$ cat config.mk
export PLATFORM = sky130hd
export DESIGN_NAME = pfs_supervisor
export DESIGN_NICKNAME = d
export VERILOG_FILES = /design/src/rtl/pfs_pkg.sv /design/src/rtl/pfs_timer.sv /design/src/rtl/pfs_supervisor.sv
export SDC_FILE = /design/constraint.sdc
export NUM_CORES = 1
export LEC_CHECK = 0
export BUFFER_PORTS_ARGS = -buffer_cell sky130_fd_sc_hd__buf_2
export CORE_MARGIN = 4
export CORE_UTILIZATION = 45
export CTS_CLUSTER_SIZE = 40
export DETAILED_ROUTE_END_ITERATION = 12
export GPL_ROUTABILITY_DRIVEN = 0
export PLACE_DENSITY_LB_ADDON = 0.12
export SLEW_MARGIN = 20
export SYNTH_ARGS = -nofsm -noshare
export SYNTH_HDL_FRONTEND = slang
export SYNTH_HIERARCHICAL = 1
export SYNTH_SLANG_ARGS = --single-unit
$ cat constraint.sdc
create_clock -name aclk -period 3.28 [get_ports aclk]
set_input_delay 0.328 -clock aclk [delete_from_list [all_inputs] [get_ports aclk]]
set_output_delay 0.328 -clock aclk [all_outputs]
set_load 0.02 [all_outputs]
$ cat src/rtl/pfs_pkg.sv
// Purpose: Shared constants and types of the protection fault supervisor
// Assumes: 10 MHz clock, timers counting a 1 us reference tick
// Notes: Filter times are given in microseconds and turned into ticks here
package pfs_pkg;

  // ***************************************************
  // Clock and reference tick
  // ***************************************************
  localparam int CLK_PERIOD_NS = 100;
  localparam int TICK_NS = 1000;
  localparam int TICK_DIV = TICK_NS / CLK_PERIOD_NS;
  localparam logic [3:0] TICK_LAST = 4'(TICK_DIV - 1);

  // ***************************************************
  // Filter and timer times, microseconds
  // ***************************************************
  localparam int LHI_FILT_LF_US = 50;
  localparam int LHI_FILT_HF_US = 35;
  localparam int LLO_FILT_US = 350;
  localparam int OVP_FILT_LF_US = 55;
  localparam int OVP_FILT_HF_US = 35;
  localparam int SUPPLY_FILT_US = 10;
  // Least times round up to whole ticks
  localparam logic [31:0] LHI_LF_TK = 32'((LHI_FILT_LF_US * 1000 + TICK_NS - 1) / TICK_NS);
  localparam logic [31:0] LHI_HF_TK = 32'((LHI_FILT_HF_US * 1000 + TICK_NS - 1) / TICK_NS);
  localparam logic [31:0] LLO_TK = 32'((LLO_FILT_US * 1000 + TICK_NS - 1) / TICK_NS);
  localparam logic [31:0] OVP_LF_TK = 32'((OVP_FILT_LF_US * 1000 + TICK_NS - 1) / TICK_NS);
  localparam logic [31:0] OVP_HF_TK = 32'((OVP_FILT_HF_US * 1000 + TICK_NS - 1) / TICK_NS);
  localparam logic [31:0] SUPPLY_TK = 32'((SUPPLY_FILT_US * 1000 + TICK_NS - 1) / TICK_NS);
  localparam logic [2:0] WSHORT_CYCLES = 3'h4;

  // ***************************************************
  // Timer slots
  // ***************************************************
  localparam int TM_TRAN = 0;
  localparam int TM_FAULT = 1;
  localparam int TM_LHI = 2;
  localparam int TM_LLO = 3;
  localparam int TM_OVP = 4;
  localparam int TM_UVLO = 5;
  localparam int TM_OVLO = 6;
  localparam int TM_OFFM = 7;
  localparam int TM_AREC = 8;
  localparam int TM_SS = 9;
  localparam int NUM_TM = 10;

  // ***************************************************
  // Register map
  // ***************************************************
  localparam logic [11:0] REG_CTRL = 12'h000;
  localparam logic [11:0] REG_STATUS = 12'h004;
  localparam int CTRL_AUTOREC = 0;
  localparam int CTRL_HIGH_FREQ = 1;
  localparam int CTRL_LONG_OFF = 2;
  localparam logic [2:0] CTRL_RESET = 3'h0;
  localparam logic [1:0] RESP_OKAY = 2'h0;
  localparam logic [1:0] RESP_SLVERR = 2'h2;

  // Supervisor states, one-hot
  typedef enum logic [7:0] {
    ST_OFF = 8'h01,
    ST_SOFT = 8'h02,
    ST_RUN = 8'h04,
    ST_PROT = 8'h08,
    ST_LATCH = 8'h10,
    ST_STOP = 8'h20,
    ST_TSD = 8'h40,
    ST_OFFM = 8'h80
  } pfs_state_e;

endpackage

$ cat src/rtl/pfs_timer.sv
// Purpose: Tick-driven qualification timer
// Assumes: tick is a one-cycle enable pulse
// Notes: Count clears whenever run drops, so a short condition never expires
`timescale 1ns/1ps
`default_nettype none
module pfs_timer (
  input wire logic aclk,
  input wire logic aresetn,
  input wire logic tick,
  input wire logic run,
  input wire logic [31:0] limit,
  output logic expired
);

  logic [31:0] count_q;
  logic [31:0] count_d;
  logic expired_q;
  logic expired_d;

  // Count ticks while run holds; saturate at the limit
  always_comb
  begin
    count_d = count_q;
    expired_d = expired_q;
    if (!run)
    begin
      count_d = 32'h0;
      expired_d = 1'b0;
    end
    else if (tick && !expired_q)
    begin
      count_d = count_q + 32'h1;
      expired_d = (count_d >= limit);
    end
  end

  // State registers
  always_ff @(posedge aclk)
  begin
    if (!aresetn)
    begin
      count_q <= 32'h0;
      expired_q <= 1'b0;
    end
    else
    begin
      count_q <= count_d;
      expired_q <= expired_d;
    end
  end

  assign expired = expired_q;

  // Expiry never before the limit of ticks
  a_timer_early: assert property (
    @(posedge aclk) disable iff (!aresetn)
    $rose(expired_q) |-> (count_q >= limit))
    else $error("timer expired before its limit");

  // A dropped condition clears the timer
  a_timer_clear: assert property (
    @(posedge aclk) disable iff (!aresetn)
    !run |=> (!expired_q && count_q == 32'h0))
    else $error("timer not cleared when condition left");

endmodule
`default_nettype wire

$ cat src/rtl/pfs_supervisor.sv
// Purpose: Fault supervisor deciding when gate pulses may run
// Assumes: Comparator flags are asynchronous levels, cycle_end toggles high
//          once per switching cycle
// Notes: Build option bits sit in a control register over AXI4-Lite
// Operation
// - Peak-power level runs transient timer to protection
// - Protection latches or autorecovers per option
// - Current limit also runs overload fault timer
// - Brown-out or supply reset releases every latch
// - Latch pin outside window latches off
// - Latch pin spikes below 50/35 us (upper) or 350 us (lower) ignored
// - Latch pin latch cleared only by brown-out/reset
// - Latch pin ignored before ready to start
// - Start switching only without upper latch crossing; checked only from ST_OFF, not on restarts from ST_STOP, ST_TSD, ST_OFFM
// - Lower latch threshold checked after soft-start
// - Thermistor bias boosted during soft-start
// - Over-temperature stops switching at once
// - Over-temperature also stops high-voltage start source
// - Over-temperature restart needs flag clear, line, supply
// - Long low feedback enters off mode
// - External fault filtered 55/35 us, not autorecovered
// - Fault timer clears when current limit leaves
// - Four consecutive winding-short cycles enter protection
// - Maximum on-time termination also runs fault timer
// - Autorecovery restarts after its delay
//
// The address map and the AXI4-Lite interface to the registers were decided locally.
`timescale 1ns/1ps
`default_nettype none
module pfs_supervisor #(
  parameter int TRAN_US = 6000000,
  parameter int FAULT_US = 100000,
  parameter int OFF_SHORT_US = 150000,
  parameter int OFF_LONG_US = 500000,
  parameter int AREC_US = 1000000,
  parameter int SSTART_US = 10000
) (
  input wire logic aclk,
  input wire logic aresetn,
  input wire logic current_limit_cmp,
  input wire logic peak_power_cmp,
  input wire logic max_on_time_hit,
  input wire logic winding_short_cmp,
  input wire logic cycle_end,
  input wire logic supply_low,
  input wire logic supply_high,
  input wire logic supply_turn_on_level,
  input wire logic supply_reset_level,
  input wire logic line_brown_out,
  input wire logic line_sense_input,
  input wire logic over_temperature_flag,
  input wire logic feedback_below_off,
  input wire logic feedback_above_on,
  input wire logic latch_high_cmp,
  input wire logic latch_low_cmp,
  input wire logic ext_fault_cmp,
  output logic gate_enable,
  output logic hv_source_enable,
  output logic boosted_thermistor_current,
  output logic internal_supply_enable,
  input wire logic [11:0] s_axi_awaddr,
  input wire logic s_axi_awvalid,
  output logic s_axi_awready,
  input wire logic [31:0] s_axi_wdata,
  input wire logic [3:0] s_axi_wstrb,
  input wire logic s_axi_wvalid,
  output logic s_axi_wready,
  output logic [1:0] s_axi_bresp,
  output logic s_axi_bvalid,
  input wire logic s_axi_bready,
  input wire logic [11:0] s_axi_araddr,
  input wire logic s_axi_arvalid,
  output logic s_axi_arready,
  output logic [31:0] s_axi_rdata,
  output logic [1:0] s_axi_rresp,
  output logic s_axi_rvalid,
  input wire logic s_axi_rready
);

  // ***************************************************
  // Input synchronisers
  // ***************************************************
  localparam int NIN = 17;
  logic [NIN-1:0] pins;
  logic [NIN-1:0] sync1_q;
  logic [NIN-1:0] sync2_q;
  logic cyc3_q;
  logic ilim_s, peak_s, maxon_s, wsh_s, cyc_s, uvlo_s, ovlo_s, von_s;
  logic vrst_s, brown_s, line_s, tsd_s, fboff_s, fbon_s, lhi_s, llo_s;
  logic ovp_s;

  assign pins = {current_limit_cmp, peak_power_cmp, max_on_time_hit,
                 winding_short_cmp, cycle_end, supply_low, supply_high,
                 supply_turn_on_level, supply_reset_level, line_brown_out,
                 line_sense_input, over_temperature_flag, feedback_below_off,
                 feedback_above_on, latch_high_cmp, latch_low_cmp,
                 ext_fault_cmp};
  assign {ilim_s, peak_s, maxon_s, wsh_s, cyc_s, uvlo_s, ovlo_s, von_s,
          vrst_s, brown_s, line_s, tsd_s, fboff_s, fbon_s, lhi_s, llo_s,
          ovp_s} = sync2_q;

  // Two stages; third stage only for the cycle edge
  always_ff @(posedge aclk)
  begin
    if (!aresetn)
    begin
      sync1_q <= '0;
      sync2_q <= '0;
      cyc3_q <= 1'b0;
    end
    else
    begin
      sync1_q <= pins;
      sync2_q <= sync1_q;
      cyc3_q <= sync2_q[12];
    end
  end

  // ***************************************************
  // Reference tick divider
  // ***************************************************
  logic [3:0] div_q;
  logic [3:0] div_d;
  logic tick;

  // One tick per microsecond for every timer
  always_comb
  begin
    div_d = (div_q == pfs_pkg::TICK_LAST) ? 4'h0 : div_q + 4'h1;
  end

  always_ff @(posedge aclk)
  begin
    if (!aresetn)
      div_q <= 4'h0;
    else
      div_q <= div_d;
  end

  assign tick = (div_q == pfs_pkg::TICK_LAST);

  // ***************************************************
  // Register file
  // ***************************************************
  logic [2:0] ctrl_q, ctrl_d;
  logic aw_have_q, aw_have_d, w_have_q, w_have_d;
  logic [11:0] awaddr_q, awaddr_d;
  logic [31:0] wdata_q, wdata_d;
  logic [3:0] wstrb_q, wstrb_d;
  logic awready_q, awready_d, wready_q, wready_d;
  logic bvalid_q, bvalid_d, arready_q, arready_d, rvalid_q, rvalid_d;
  logic [1:0] bresp_q, bresp_d, rresp_q, rresp_d;
  logic [31:0] rdata_q, rdata_d;
  pfs_pkg::pfs_state_e state_q, state_d;
  logic gate_q, hv_q, boost_q, vint_q;
  logic autorec, high_freq, long_off;

  assign autorec = ctrl_q[pfs_pkg::CTRL_AUTOREC];
  assign high_freq = ctrl_q[pfs_pkg::CTRL_HIGH_FREQ];
  assign long_off = ctrl_q[pfs_pkg::CTRL_LONG_OFF];

  // Address and data taken in either order; write once both are held
  always_comb
  begin
    ctrl_d = ctrl_q;
    aw_have_d = aw_have_q;
    w_have_d = w_have_q;
    awaddr_d = awaddr_q;
    wdata_d = wdata_q;
    wstrb_d = wstrb_q;
    bvalid_d = bvalid_q;
    bresp_d = bresp_q;
    rvalid_d = rvalid_q;
    rresp_d = rresp_q;
    rdata_d = rdata_q;
    if (bvalid_q && s_axi_bready)
      bvalid_d = 1'b0;
    if (s_axi_awvalid && awready_q)
    begin
      aw_have_d = 1'b1;
      awaddr_d = s_axi_awaddr;
    end
    if (s_axi_wvalid && wready_q)
    begin
      w_have_d = 1'b1;
      wdata_d = s_axi_wdata;
      wstrb_d = s_axi_wstrb;
    end
    if (aw_have_q && w_have_q && !bvalid_q)
    begin
      aw_have_d = 1'b0;
      w_have_d = 1'b0;
      bvalid_d = 1'b1;
      bresp_d = pfs_pkg::RESP_OKAY;
      if (awaddr_q[11:2] == pfs_pkg::REG_CTRL[11:2])
      begin
        if (wstrb_q[0])
          ctrl_d = wdata_q[2:0];
      end
      else if (awaddr_q[11:2] != pfs_pkg::REG_STATUS[11:2])
        bresp_d = pfs_pkg::RESP_SLVERR;
    end
    if (rvalid_q && s_axi_rready)
      rvalid_d = 1'b0;
    if (s_axi_arvalid && arready_q)
    begin
      rvalid_d = 1'b1;
      rresp_d = pfs_pkg::RESP_OKAY;
      if (s_axi_araddr[11:2] == pfs_pkg::REG_CTRL[11:2])
        rdata_d = {29'h0, ctrl_q};
      else if (s_axi_araddr[11:2] == pfs_pkg::REG_STATUS[11:2])
        rdata_d = {20'h0, vint_q, boost_q, hv_q, gate_q, state_q};
      else
      begin
        rdata_d = 32'h0;
        rresp_d = pfs_pkg::RESP_SLVERR;
      end
    end
    awready_d = !aw_have_d;
    wready_d = !w_have_d;
    arready_d = !rvalid_d;
  end

  always_ff @(posedge aclk)
  begin
    if (!aresetn)
    begin
      ctrl_q <= pfs_pkg::CTRL_RESET;
      aw_have_q <= 1'b0;
      w_have_q <= 1'b0;
      awaddr_q <= 12'h000;
      wdata_q <= 32'h0;
      wstrb_q <= 4'h0;
      awready_q <= 1'b0;
      wready_q <= 1'b0;
      bvalid_q <= 1'b0;
      bresp_q <= 2'h0;
      arready_q <= 1'b0;
      rvalid_q <= 1'b0;
      rresp_q <= 2'h0;
      rdata_q <= 32'h0;
    end
    else
    begin
      ctrl_q <= ctrl_d;
      aw_have_q <= aw_have_d;
      w_have_q <= w_have_d;
      awaddr_q <= awaddr_d;
      wdata_q <= wdata_d;
      wstrb_q <= wstrb_d;
      awready_q <= awready_d;
      wready_q <= wready_d;
      bvalid_q <= bvalid_d;
      bresp_q <= bresp_d;
      arready_q <= arready_d;
      rvalid_q <= rvalid_d;
      rresp_q <= rresp_d;
      rdata_q <= rdata_d;
    end
  end

  assign s_axi_awready = awready_q;
  assign s_axi_wready = wready_q;
  assign s_axi_bvalid = bvalid_q;
  assign s_axi_bresp = bresp_q;
  assign s_axi_arready = arready_q;
  assign s_axi_rvalid = rvalid_q;
  assign s_axi_rresp = rresp_q;
  assign s_axi_rdata = rdata_q;

  // ***************************************************
  // Fault timers
  // ***************************************************
  logic active, in_run;
  logic [pfs_pkg::NUM_TM-1:0] run, exp;
  logic [31:0] lim [pfs_pkg::NUM_TM];

  assign active = (state_q == pfs_pkg::ST_SOFT) || (state_q == pfs_pkg::ST_RUN);
  assign in_run = (state_q == pfs_pkg::ST_RUN);

  // Run conditions; latch pin only looked at once ready to start
  always_comb
  begin
    run = '0;
    run[pfs_pkg::TM_TRAN] = active && peak_s;
    run[pfs_pkg::TM_FAULT] = active && (ilim_s || maxon_s);
    run[pfs_pkg::TM_LHI] = active && lhi_s;
    run[pfs_pkg::TM_LLO] = in_run && llo_s;
    run[pfs_pkg::TM_OVP] = active && ovp_s;
    run[pfs_pkg::TM_UVLO] = active && uvlo_s;
    run[pfs_pkg::TM_OVLO] = active && ovlo_s;
    run[pfs_pkg::TM_OFFM] = active && fboff_s;
    run[pfs_pkg::TM_AREC] = (state_q == pfs_pkg::ST_PROT) && autorec;
    run[pfs_pkg::TM_SS] = (state_q == pfs_pkg::ST_SOFT);
  end

  // Limits picked by option bits; upper latch and external fault filters per frequency variant
  always_comb
  begin
    lim[pfs_pkg::TM_TRAN] = 32'(TRAN_US);
    lim[pfs_pkg::TM_FAULT] = 32'(FAULT_US);
    lim[pfs_pkg::TM_LHI] = high_freq ? pfs_pkg::LHI_HF_TK : pfs_pkg::LHI_LF_TK;
    lim[pfs_pkg::TM_LLO] = pfs_pkg::LLO_TK;
    lim[pfs_pkg::TM_OVP] = high_freq ? pfs_pkg::OVP_HF_TK : pfs_pkg::OVP_LF_TK;
    lim[pfs_pkg::TM_UVLO] = pfs_pkg::SUPPLY_TK;
    lim[pfs_pkg::TM_OVLO] = pfs_pkg::SUPPLY_TK;
    lim[pfs_pkg::TM_OFFM] = long_off ? 32'(OFF_LONG_US) : 32'(OFF_SHORT_US);
    lim[pfs_pkg::TM_AREC] = 32'(AREC_US);
    lim[pfs_pkg::TM_SS] = 32'(SSTART_US);
  end

  genvar gi;
  generate
    for (gi = 0; gi < pfs_pkg::NUM_TM; gi++)
    begin : g_tm
      pfs_timer u_tm (
        .aclk(aclk),
        .aresetn(aresetn),
        .tick(tick),
        .run(run[gi]),
        .limit(lim[gi]),
        .expired(exp[gi])
      );
    end
  endgenerate

  // ***************************************************
  // Winding short cycle counter
  // ***************************************************
  logic [2:0] wsh_cnt_q, wsh_cnt_d;
  logic cyc_edge, wsh_trip;

  assign cyc_edge = cyc_s && !cyc3_q;
  assign wsh_trip = active && cyc_edge && wsh_s &&
                    (wsh_cnt_q == pfs_pkg::WSHORT_CYCLES - 3'h1);

  // Any clean cycle breaks the run of consecutive trips
  always_comb
  begin
    wsh_cnt_d = wsh_cnt_q;
    if (!active || wsh_trip)
      wsh_cnt_d = 3'h0;
    else if (cyc_edge)
      wsh_cnt_d = wsh_s ? wsh_cnt_q + 3'h1 : 3'h0;
  end

  always_ff @(posedge aclk)
  begin
    if (!aresetn)
      wsh_cnt_q <= 3'h0;
    else
      wsh_cnt_q <= wsh_cnt_d;
  end

  // ***************************************************
  // Supervisor state machine
  // ***************************************************
  logic latch_ev, prot_ev;

  assign latch_ev = exp[pfs_pkg::TM_LHI] || exp[pfs_pkg::TM_LLO] ||
                    exp[pfs_pkg::TM_OVP] || exp[pfs_pkg::TM_OVLO];
  assign prot_ev = exp[pfs_pkg::TM_TRAN] || exp[pfs_pkg::TM_FAULT] ||
                   exp[pfs_pkg::TM_UVLO] || wsh_trip;

  // Releases ordered by strength; supply reset beats all
  always_comb
  begin
    state_d = state_q;
    case (state_q)
      pfs_pkg::ST_OFF:
        if (von_s && line_s && !tsd_s && !lhi_s)
          state_d = pfs_pkg::ST_SOFT;
      pfs_pkg::ST_SOFT, pfs_pkg::ST_RUN:
        if (tsd_s)
          state_d = pfs_pkg::ST_TSD;
        else if (latch_ev)
          state_d = pfs_pkg::ST_LATCH;
        else if (prot_ev)
          state_d = pfs_pkg::ST_PROT;
        else if (exp[pfs_pkg::TM_OFFM])
          state_d = pfs_pkg::ST_OFFM;
        else if (state_q == pfs_pkg::ST_SOFT && exp[pfs_pkg::TM_SS])
          state_d = pfs_pkg::ST_RUN;
      pfs_pkg::ST_PROT:
        if (autorec && exp[pfs_pkg::TM_AREC])
          state_d = pfs_pkg::ST_OFF;
      pfs_pkg::ST_STOP:
        if (line_s && von_s)
          state_d = pfs_pkg::ST_SOFT;
      pfs_pkg::ST_TSD:
        if (!tsd_s && line_s && von_s)
          state_d = pfs_pkg::ST_SOFT;
      pfs_pkg::ST_OFFM:
        if (line_s && von_s && fbon_s)
          state_d = pfs_pkg::ST_SOFT;
      default:
        state_d = state_q;
    endcase
    if (vrst_s)
      state_d = pfs_pkg::ST_OFF;
    else if (brown_s && state_q != pfs_pkg::ST_TSD)
      state_d = pfs_pkg::ST_STOP;
  end

  // Outputs follow the next state so they match state_q
  always_ff @(posedge aclk)
  begin
    if (!aresetn)
    begin
      state_q <= pfs_pkg::ST_OFF;
      gate_q <= 1'b0;
      hv_q <= 1'b1;
      boost_q <= 1'b0;
      vint_q <= 1'b1;
    end
    else
    begin
      state_q <= state_d;
      gate_q <= (state_d == pfs_pkg::ST_SOFT) || (state_d == pfs_pkg::ST_RUN);
      hv_q <= (state_d != pfs_pkg::ST_TSD);
      boost_q <= (state_d == pfs_pkg::ST_SOFT);
      vint_q <= (state_d != pfs_pkg::ST_OFFM);
    end
  end

  assign gate_enable = gate_q;
  assign hv_source_enable = hv_q;
  assign boosted_thermistor_current = boost_q;
  assign internal_supply_enable = vint_q;

  // ***************************************************
  // Checks
  // ***************************************************
  a_gate_off_idle: assert property (
    @(posedge aclk) disable iff (!aresetn)
    !(state_q inside {pfs_pkg::ST_SOFT, pfs_pkg::ST_RUN}) |-> !gate_q)
    else $error("gate enabled outside soft-start or run");

  a_tsd_stop: assert property (
    @(posedge aclk) disable iff (!aresetn)
    (active && tsd_s && !vrst_s && !brown_s)
      |=> (!gate_q && state_q == pfs_pkg::ST_TSD))
    else $error("over-temperature did not stop gate");

  a_tsd_hv_off: assert property (
    @(posedge aclk) disable iff (!aresetn)
    (state_q == pfs_pkg::ST_TSD) |-> (!hv_q && !gate_q))
    else $error("start-up source on during over-temperature");

  a_boost_soft: assert property (
    @(posedge aclk) disable iff (!aresetn)
    $fell(boost_q) |-> (state_q != pfs_pkg::ST_SOFT && $past(state_q) == pfs_pkg::ST_SOFT))
    else $error("bias boost ended outside soft-start exit");

  a_wshort_four: assert property (
    @(posedge aclk) disable iff (!aresetn)
    (wsh_trip && !tsd_s && !latch_ev && !vrst_s && !brown_s)
      |=> (state_q == pfs_pkg::ST_PROT))
    else $error("fourth winding-short cycle missed");

  a_latch_hold: assert property (
    @(posedge aclk) disable iff (!aresetn)
    (state_q == pfs_pkg::ST_LATCH && !vrst_s && !brown_s)
      |=> (state_q == pfs_pkg::ST_LATCH))
    else $error("latch released without brown-out or reset");

  a_prot_latched: assert property (
    @(posedge aclk) disable iff (!aresetn)
    (state_q == pfs_pkg::ST_PROT && !autorec && !vrst_s && !brown_s)
      |=> (state_q == pfs_pkg::ST_PROT))
    else $error("latched protection released");

  a_start_block: assert property (
    @(posedge aclk) disable iff (!aresetn)
    (state_q == pfs_pkg::ST_OFF && lhi_s) |=> (state_q != pfs_pkg::ST_SOFT))
    else $error("start with upper latch crossed");

  a_off_ignore: assert property (
    @(posedge aclk) disable iff (!aresetn)
    (state_q == pfs_pkg::ST_OFF) |=> (state_q != pfs_pkg::ST_LATCH))
    else $error("latch pin acted before start");

  a_offm_supply: assert property (
    @(posedge aclk) disable iff (!aresetn)
    (state_q == pfs_pkg::ST_OFFM) |-> (!vint_q && !gate_q))
    else $error("internal supply on in off mode");

endmodule
`default_nettype wire

==> flow_metrics.env, run 1 <==
export IMPL_worst_pin_slew_ns=0.820
export IMPL_grt_antenna_before_repair=3
export IMPL_drc=0
export IMPL_powerDensity_mw_per_mm2=326
export IMPL_fin_ws_ns=0.224
export IMPL_diodes=0
export IMPL_avgSynthCellArea_sq_um=7.86
export IMPL_ys_warn_count=6
export IMPL_synth_top_flop_cell="dfxtp_1"
export IMPL_cp_slowest_cell="dfxtp_1"
export IMPL_clk_latency_ns=0.61
export IMPL_rsz0062_at_grt="yes"
export IMPL_fin_skew_ns=0.0178
export IMPL_finalCritPeriodShare=0.932
export IMPL_final_setup_viol_count=0
export IMPL_maxCapViolations=0
export IMPL_path_cells="and4_2 -> and4_2 -> nand4_1 -> nor2_1 -> xnor2_1 -> ha_1 -> nand4_1 -> nor4_1 -> a2111oi_0 -> o211ai_1 -> a32o_1"
export IMPL_first_pass_iters=9
export IMPL_numPlacedInstances=5402
export IMPL_synthesis_instances=4044
export IMPL_fin_nets=4972
export IMPL_vdd_drop_max_mv=0.374
export IMPL_synthesis_area_sq_mm=0.0318
export IMPL_cts_clk_slew_worst_paths_ns=0.06
export IMPL_worstPathMaxFanout=6
export IMPL_via_per_inst=4.96
export IMPL_async_flop_share=0
export IMPL_p_leak_uw=0.0153
export IMPL_htree_levels=2
export IMPL_synth_cell_types=82
export IMPL_dp_hpwl_um=56300
export IMPL_cp_required_ns=3.76
export IMPL_synth_edf_count=0
export IMPL_design_core_area_sq_mm=0.0700
export IMPL_worstSetupPathType="reg -> reg"
export IMPL_cts_tree="done"
export IMPL_gr_total_overflow=0
export IMPL_yosys_top_cells_area="dfxtp_1 (27%), ha_1 (13%), xnor2_1 (9.1%)"
export IMPL_ioPinCount=129
export IMPL_io_buffer_count=70
export IMPL_maxSlewHeadroom=0.449
export IMPL_fin_hold_ws_ns=0.0444
export IMPL_rows=97
export IMPL_cts_root_buf="clkbuf_16"
export IMPL_ys_ff_latch=422
export IMPL_fmax_ghz=0.327
export IMPL_clockBufferDepth=3
export IMPL_hold_viol=0
export IMPL_die_h_um=274
export IMPL_vias=27438
export IMPL_synth_seq_area_share=0.266
export IMPL_die_w_um=274
export IMPL_cts_made_buffers=51
export IMPL_dieArea_sq_mm=0.0750
export IMPL_final_layout_size_suffix_gt1_frac=0.109
export IMPL_hold_class="in -> reg"
export IMPL_cts_sinks=422
export IMPL_drv_slew=0
export IMPL_min_period_ns=3.06
export IMPL_netlist_area_leader_share=0.266
export IMPL_yosysTopAreaCell="dfxtp_1"
export IMPL_grt_pass1_wl_um=125000
export IMPL_cp_start_kind="flop"
export IMPL_start_util=0.454
export IMPL_grt_max_degree=39
export IMPL_post_drt_wl_per_cell_um=13.4
export IMPL_ant_nets=0
export IMPL_pre_cts_slack_ns=0.0679
export IMPL_wl_um=74100
export IMPL_crit_path_end_kind="flop"
export IMPL_grt_pass1_vias=25572
export IMPL_drt_iter0_markers=1279
export IMPL_syn2layout_area_growth_pct=18.5
export IMPL_fin_cells=5537
export IMPL_status="complete, no violations"
export IMPL_crit_arrival_ns=3.54
export IMPL_gr_usage_all_layers=0.196
export IMPL_slowest_delay_ns=0.42
[layout make-up]
cell class	instances	area, sq um
clock buffers	58	1370
clock inverters	38	572
well taps	940	1180
multi-input cells	3406	22500
fillers	6852	32300
repair buffers	303	2190
flip-flops and latches	422	8460
inverters	370	1390
[state kept, by name, indices dropped and copies added (netlist names), 3 cells and up]
signal	flops
sync1_q	17
div_q	4
awaddr_q	10
g_tm.u_tm/expired	10
g_tm.u_tm/count_q	320
s_axi_rdata	12
sync2_q	17
state_q	8
wdata_q	3
wsh_cnt_q	3
ctrl_q	3
[worst max-delay path: cells and delay by family, from the launching register on]
kind / cells / cell delay [ns]
fa+ha+maj: 1 / 0.28
xor+xnor: 1 / 0.16
flops: 1 / 0.42
compound gates: 3 / 0.74
simple gates: 6 / 1.36
[synthesized netlist by cell type, types with 110 or more instances]
| cell type | n |
|---|---|
| nor4_1 | 121 |
| xnor2_1 | 329 |
| a21oi_1 | 215 |
| nor2_1 | 476 |
| dfxtp_1 | 422 |
| ha_1 | 334 |
| nand4_1 | 156 |
| nand2_1 | 331 |
| o21ai_0 | 110 |
| nand3_1 | 221 |
| xor2_1 | 221 |
| inv_1 | 370 |
[per-stage QoR]
step                      total power (uW)   util  TNS [ns]  cell area [sq um]
after floorplan                       5730      -         0              33000
after global placement                5840  0.502         0              35200
after detailed placement              5840  0.502         0              35200
after CTS                            12500  0.534         0              37400
after global routing                 12800  0.538   -0.0437              37700
final                                12300  0.538         0              37700
[cell usage in the layout (no fill, tap or decap), drive strengths merged, types with 185 or more instances in the layout]
cell   count
xnor2    329
ha       334
nand3    223
conb     329
nor2     476
a21oi    216
inv      373
xor2     221
nand2    332
nand4    185
buf      272
dfxtp    422
[cell families after synthesis]
logic type                 Yosys count  share of synthesized area
AOI/OAI and AO/OA                  458                     0.0862
xor gates and xnor gates           550                      0.152
adders and majority gates          334                      0.131
buffers and inverters              543                     0.0705
DFF                                422                      0.266
muxes                                7                    0.00220
other                                2                   0.000236
and+or+nand+nor                   1728                      0.292
[what timing repair did]
item                                    4_1_cts  5_1_grt
pin swaps                                     0        9
hold endpoints to repair                     30        0
endpoints found under the setup margin        1       10
resized for setup                             1       56
hold buffers                                 31        0
setup buffers                                 0        8
[power breakdown]
part / switching [uW] / leakage [uW] / total [uW] / internal, uW
registers: 31.4 / 0.00342 / 5200 / 5170
logic: 350 / 0.0109 / 574 / 224
clock network: 2470 / 0.000931 / 6530 / 4060
[worst paths after layout]
path	cells past startpoint	slack (ns)	from	end
worst max register to register	11	0.22	g_tm[3].u_tm/count_q[2]	g_tm[3].u_tm/expired
worst min register to register	1	0.43	sync1_q[0]	sync2_q[0]
worst max-delay path	11	0.22	g_tm[3].u_tm/count_q[2]	g_tm[3].u_tm/expired
worst min-delay path	3	0.04	s_axi_wvalid	wdata_q[2]
[per-layer routing]
layer,part of all wire,track usage,wire length [um]
met4,0.021,0.0452,1550
met1,0.50,0.275,36900
met3,0.033,0.0238,2460
met2,0.45,0.324,33200
met5,0.00011,0,8
(Power assumes the default switching activity.)
==> run 2, diff against run 1 <==
- CORE_UTILIZATION: 45 -> 60
- SKIP_CTS_REPAIR_TIMING: not set -> 1
==> run 2 against run 1 <==
  * The flow now finishes with violations (hold timing)
  * First-iteration DRC count grew 18%
  * Clock power shrank 12%
  * Sequential power is essentially flat
  * Combinational power shrank 2%
  * Hold slack lost 0.068 ns
  * Sequential cell count is the same
  * Die area shrank 24%
  * Register-to-register slack lost 0.03 ns
  * Design area shrank 2.5%
  * Worst setup slack lost 0.031 ns
  * Routed wire length shrank 5.7%
  * Fmax shrank 1.0%
  * Largest cell class unchanged
  * Largest power group unchanged
==> flow_metrics.env, run 2 (synthesized netlist as in run 1, its figures left out) <==
export IMPL_grt_pass1_vias=25565
export IMPL_design_core_area_sq_mm=0.0526
export IMPL_clk_latency_ns=0.59
export IMPL_rows=84
export IMPL_grt_pass1_wl_um=119000
export IMPL_r2r_start="g_tm[9].u_tm/count_q[9]"
export IMPL_via_per_inst=5.27
export IMPL_path_depth=11
export IMPL_wl_um=69800
export IMPL_largest_register_ffs=320
export IMPL_clockBufferDepth=3
export IMPL_cts_tree="done"
export IMPL_final_cell_mix="nor2_1 (473), dfxtp_1 (411), inv_1 (370)"
export IMPL_cts_clk_slew_worst_paths_ns=0.06
export IMPL_cp_buffers_inverters=0
export IMPL_p_leak_uw=0.0150
export IMPL_tns_ns=0
export IMPL_post_drt_wl_per_cell_um=13.3
export IMPL_slowest_delay_ns=0.58
export IMPL_fin_nets=4927
export IMPL_powerDensity_mw_per_mm2=313
export IMPL_rr_endpoint="g_tm[9].u_tm/expired"
export IMPL_drv_slew=0
export IMPL_hold_viol=2
export IMPL_final_common_cell="nor2_1"
export IMPL_cp_required_ns=3.75
export IMPL_gr_total_overflow=0
export IMPL_maxSlewHeadroom=0.478
export IMPL_worst_pin_slew_ns=0.777
export IMPL_fin_skew_ns=0.0171
export IMPL_min_period_ns=3.09
export IMPL_final_layout_size_suffix_gt1_frac=0.0959
export IMPL_worstSetupPathType="reg -> reg"
export IMPL_ff2ff_setup_slack_ns=0.19
export IMPL_diodes=0
export IMPL_timing_critical_path_from="g_tm[9].u_tm/count_q[9]"
export IMPL_io_buffer_count=70
export IMPL_drt_iter0_markers=1512
export IMPL_reg_top3="g_tm.u_tm/count_q x320, sync1_q x17, sync2_q x17"
export IMPL_path_delay_family="simple AND/OR/NAND/NOR gates"
export IMPL_crit_path_end_kind="flop"
export IMPL_vias=27601
export IMPL_dp_hpwl_um=52200
export IMPL_hold_class="in -> reg"
export IMPL_htree_levels=2
export IMPL_vdd_drop_max_mv=0.408
export IMPL_grt_antenna_before_repair=0
export IMPL_numPlacedInstances=5114
export IMPL_crit_arrival_ns=3.56
export IMPL_path_cells="and4_4 -> nand2_4 -> or4_1 -> nor2_1 -> xor2_1 -> ha_1 -> nand3_1 -> nand2_1 -> a211o_1 -> a2111oi_0 -> o22ai_1"
export IMPL_fmax_ghz=0.324
export IMPL_largest_register="g_tm.u_tm/count_q"
export IMPL_violations="hold timing"
export IMPL_die_h_um=238
export IMPL_gr_usage_all_layers=0.242
export IMPL_dpl_cell_area_sq_mm=0.0346
export IMPL_cp_slowest_cell="or4_1"
export IMPL_fin_cells=5236
export IMPL_status="complete, but fails checks"
export IMPL_maxCapViolations=0
export IMPL_ant_nets=0
export IMPL_grt_max_degree=39
export IMPL_cts_root_buf="clkbuf_16"
export IMPL_cts_made_buffers=49
export IMPL_syn2layout_area_growth_pct=15.5
export IMPL_worstPathMaxFanout=8
export IMPL_fin_hold_ws_ns=-0.0234
export IMPL_final_setup_viol_count=0
export IMPL_dieArea_sq_mm=0.0567
export IMPL_cts_sinks=422
export IMPL_fin_area_sq_mm=0.0367
export IMPL_finalCritPeriodShare=0.941
export IMPL_first_pass_iters=5
export IMPL_drc=0
export IMPL_cp_start_kind="flop"
export IMPL_r2r_worst_path_cells=11
export IMPL_cp_endpoint="g_tm[9].u_tm/expired"
export IMPL_ioPinCount=129
export IMPL_start_util=0.605
export IMPL_die_w_um=238
## run 2: cell types whose count changed in the layout (fill, tap and decap cells not counted), sizes merged
cell / before / now
bufinv: 13 / 6
inv: 373 / 372
dlygate4sd3: 31 / 28
clkinvlp: 9 / 3
clkbuf: 58 / 67
buf: 272 / 232
clkinv: 13 / 12
## run 2: tightest hold or removal path: stages
cell	delay (ns)
buf_2	0.09
nand2_1	0.04
a21oi_1	0.05
## run 2: area by class of cell
type / count / area [sq um]
fill: 4519 / 15800
sequential: 422 / 8460
inverter: 370 / 1390
timing repair buffer: 260 / 1860
clock buffer: 67 / 1400
multi-input combinational: 3406 / 22500
clock inverter: 23 / 288
tap: 688 / 861
## run 2: layer usage
metal / GRT usage / vias up / wire length, um
li1: - / 14535 / -
met5: 0 / - / 0
met1: 0.330 / 12561 / 33400
met2: 0.409 / 401 / 32100
met3: 0.0272 / 104 / 2770
met4: 0.0646 / 0 / 1570
## run 2: how the worst min path moves through the flow
stage	from	to	slack (ns)	cells past startpoint
after floorplan	sync1_q[0]	sync2_q[0]	0.41	1
after CTS	feedback_below_off	sync1_q[4]	-0.09	2
final	s_axi_awaddr[7]	awaddr_q[7]	-0.02	3
after detailed placement	sync1_q[14]	sync2_q[14]	0.42	1
after global routing	s_axi_awaddr[7]	awaddr_q[7]	0.001	3
after global placement	sync1_q[12]	sync2_q[12]	0.42	1
## run 2: metrics by stage
step,total power [uW],util,setup WS (ns)
floorplan,5730,-,0.263
global placement,5820,0.658,0.183
detailed placement,5830,0.658,0.126
CTS,11600,0.690,0.109
global route,11900,0.699,-0.00910
finish,11500,0.699,0.193
## run 2: where the power goes
part / internal [uW] / switching [uW]
registers: 5170 / 31.4
clock network: 3470 / 2260
logic: 220 / 345
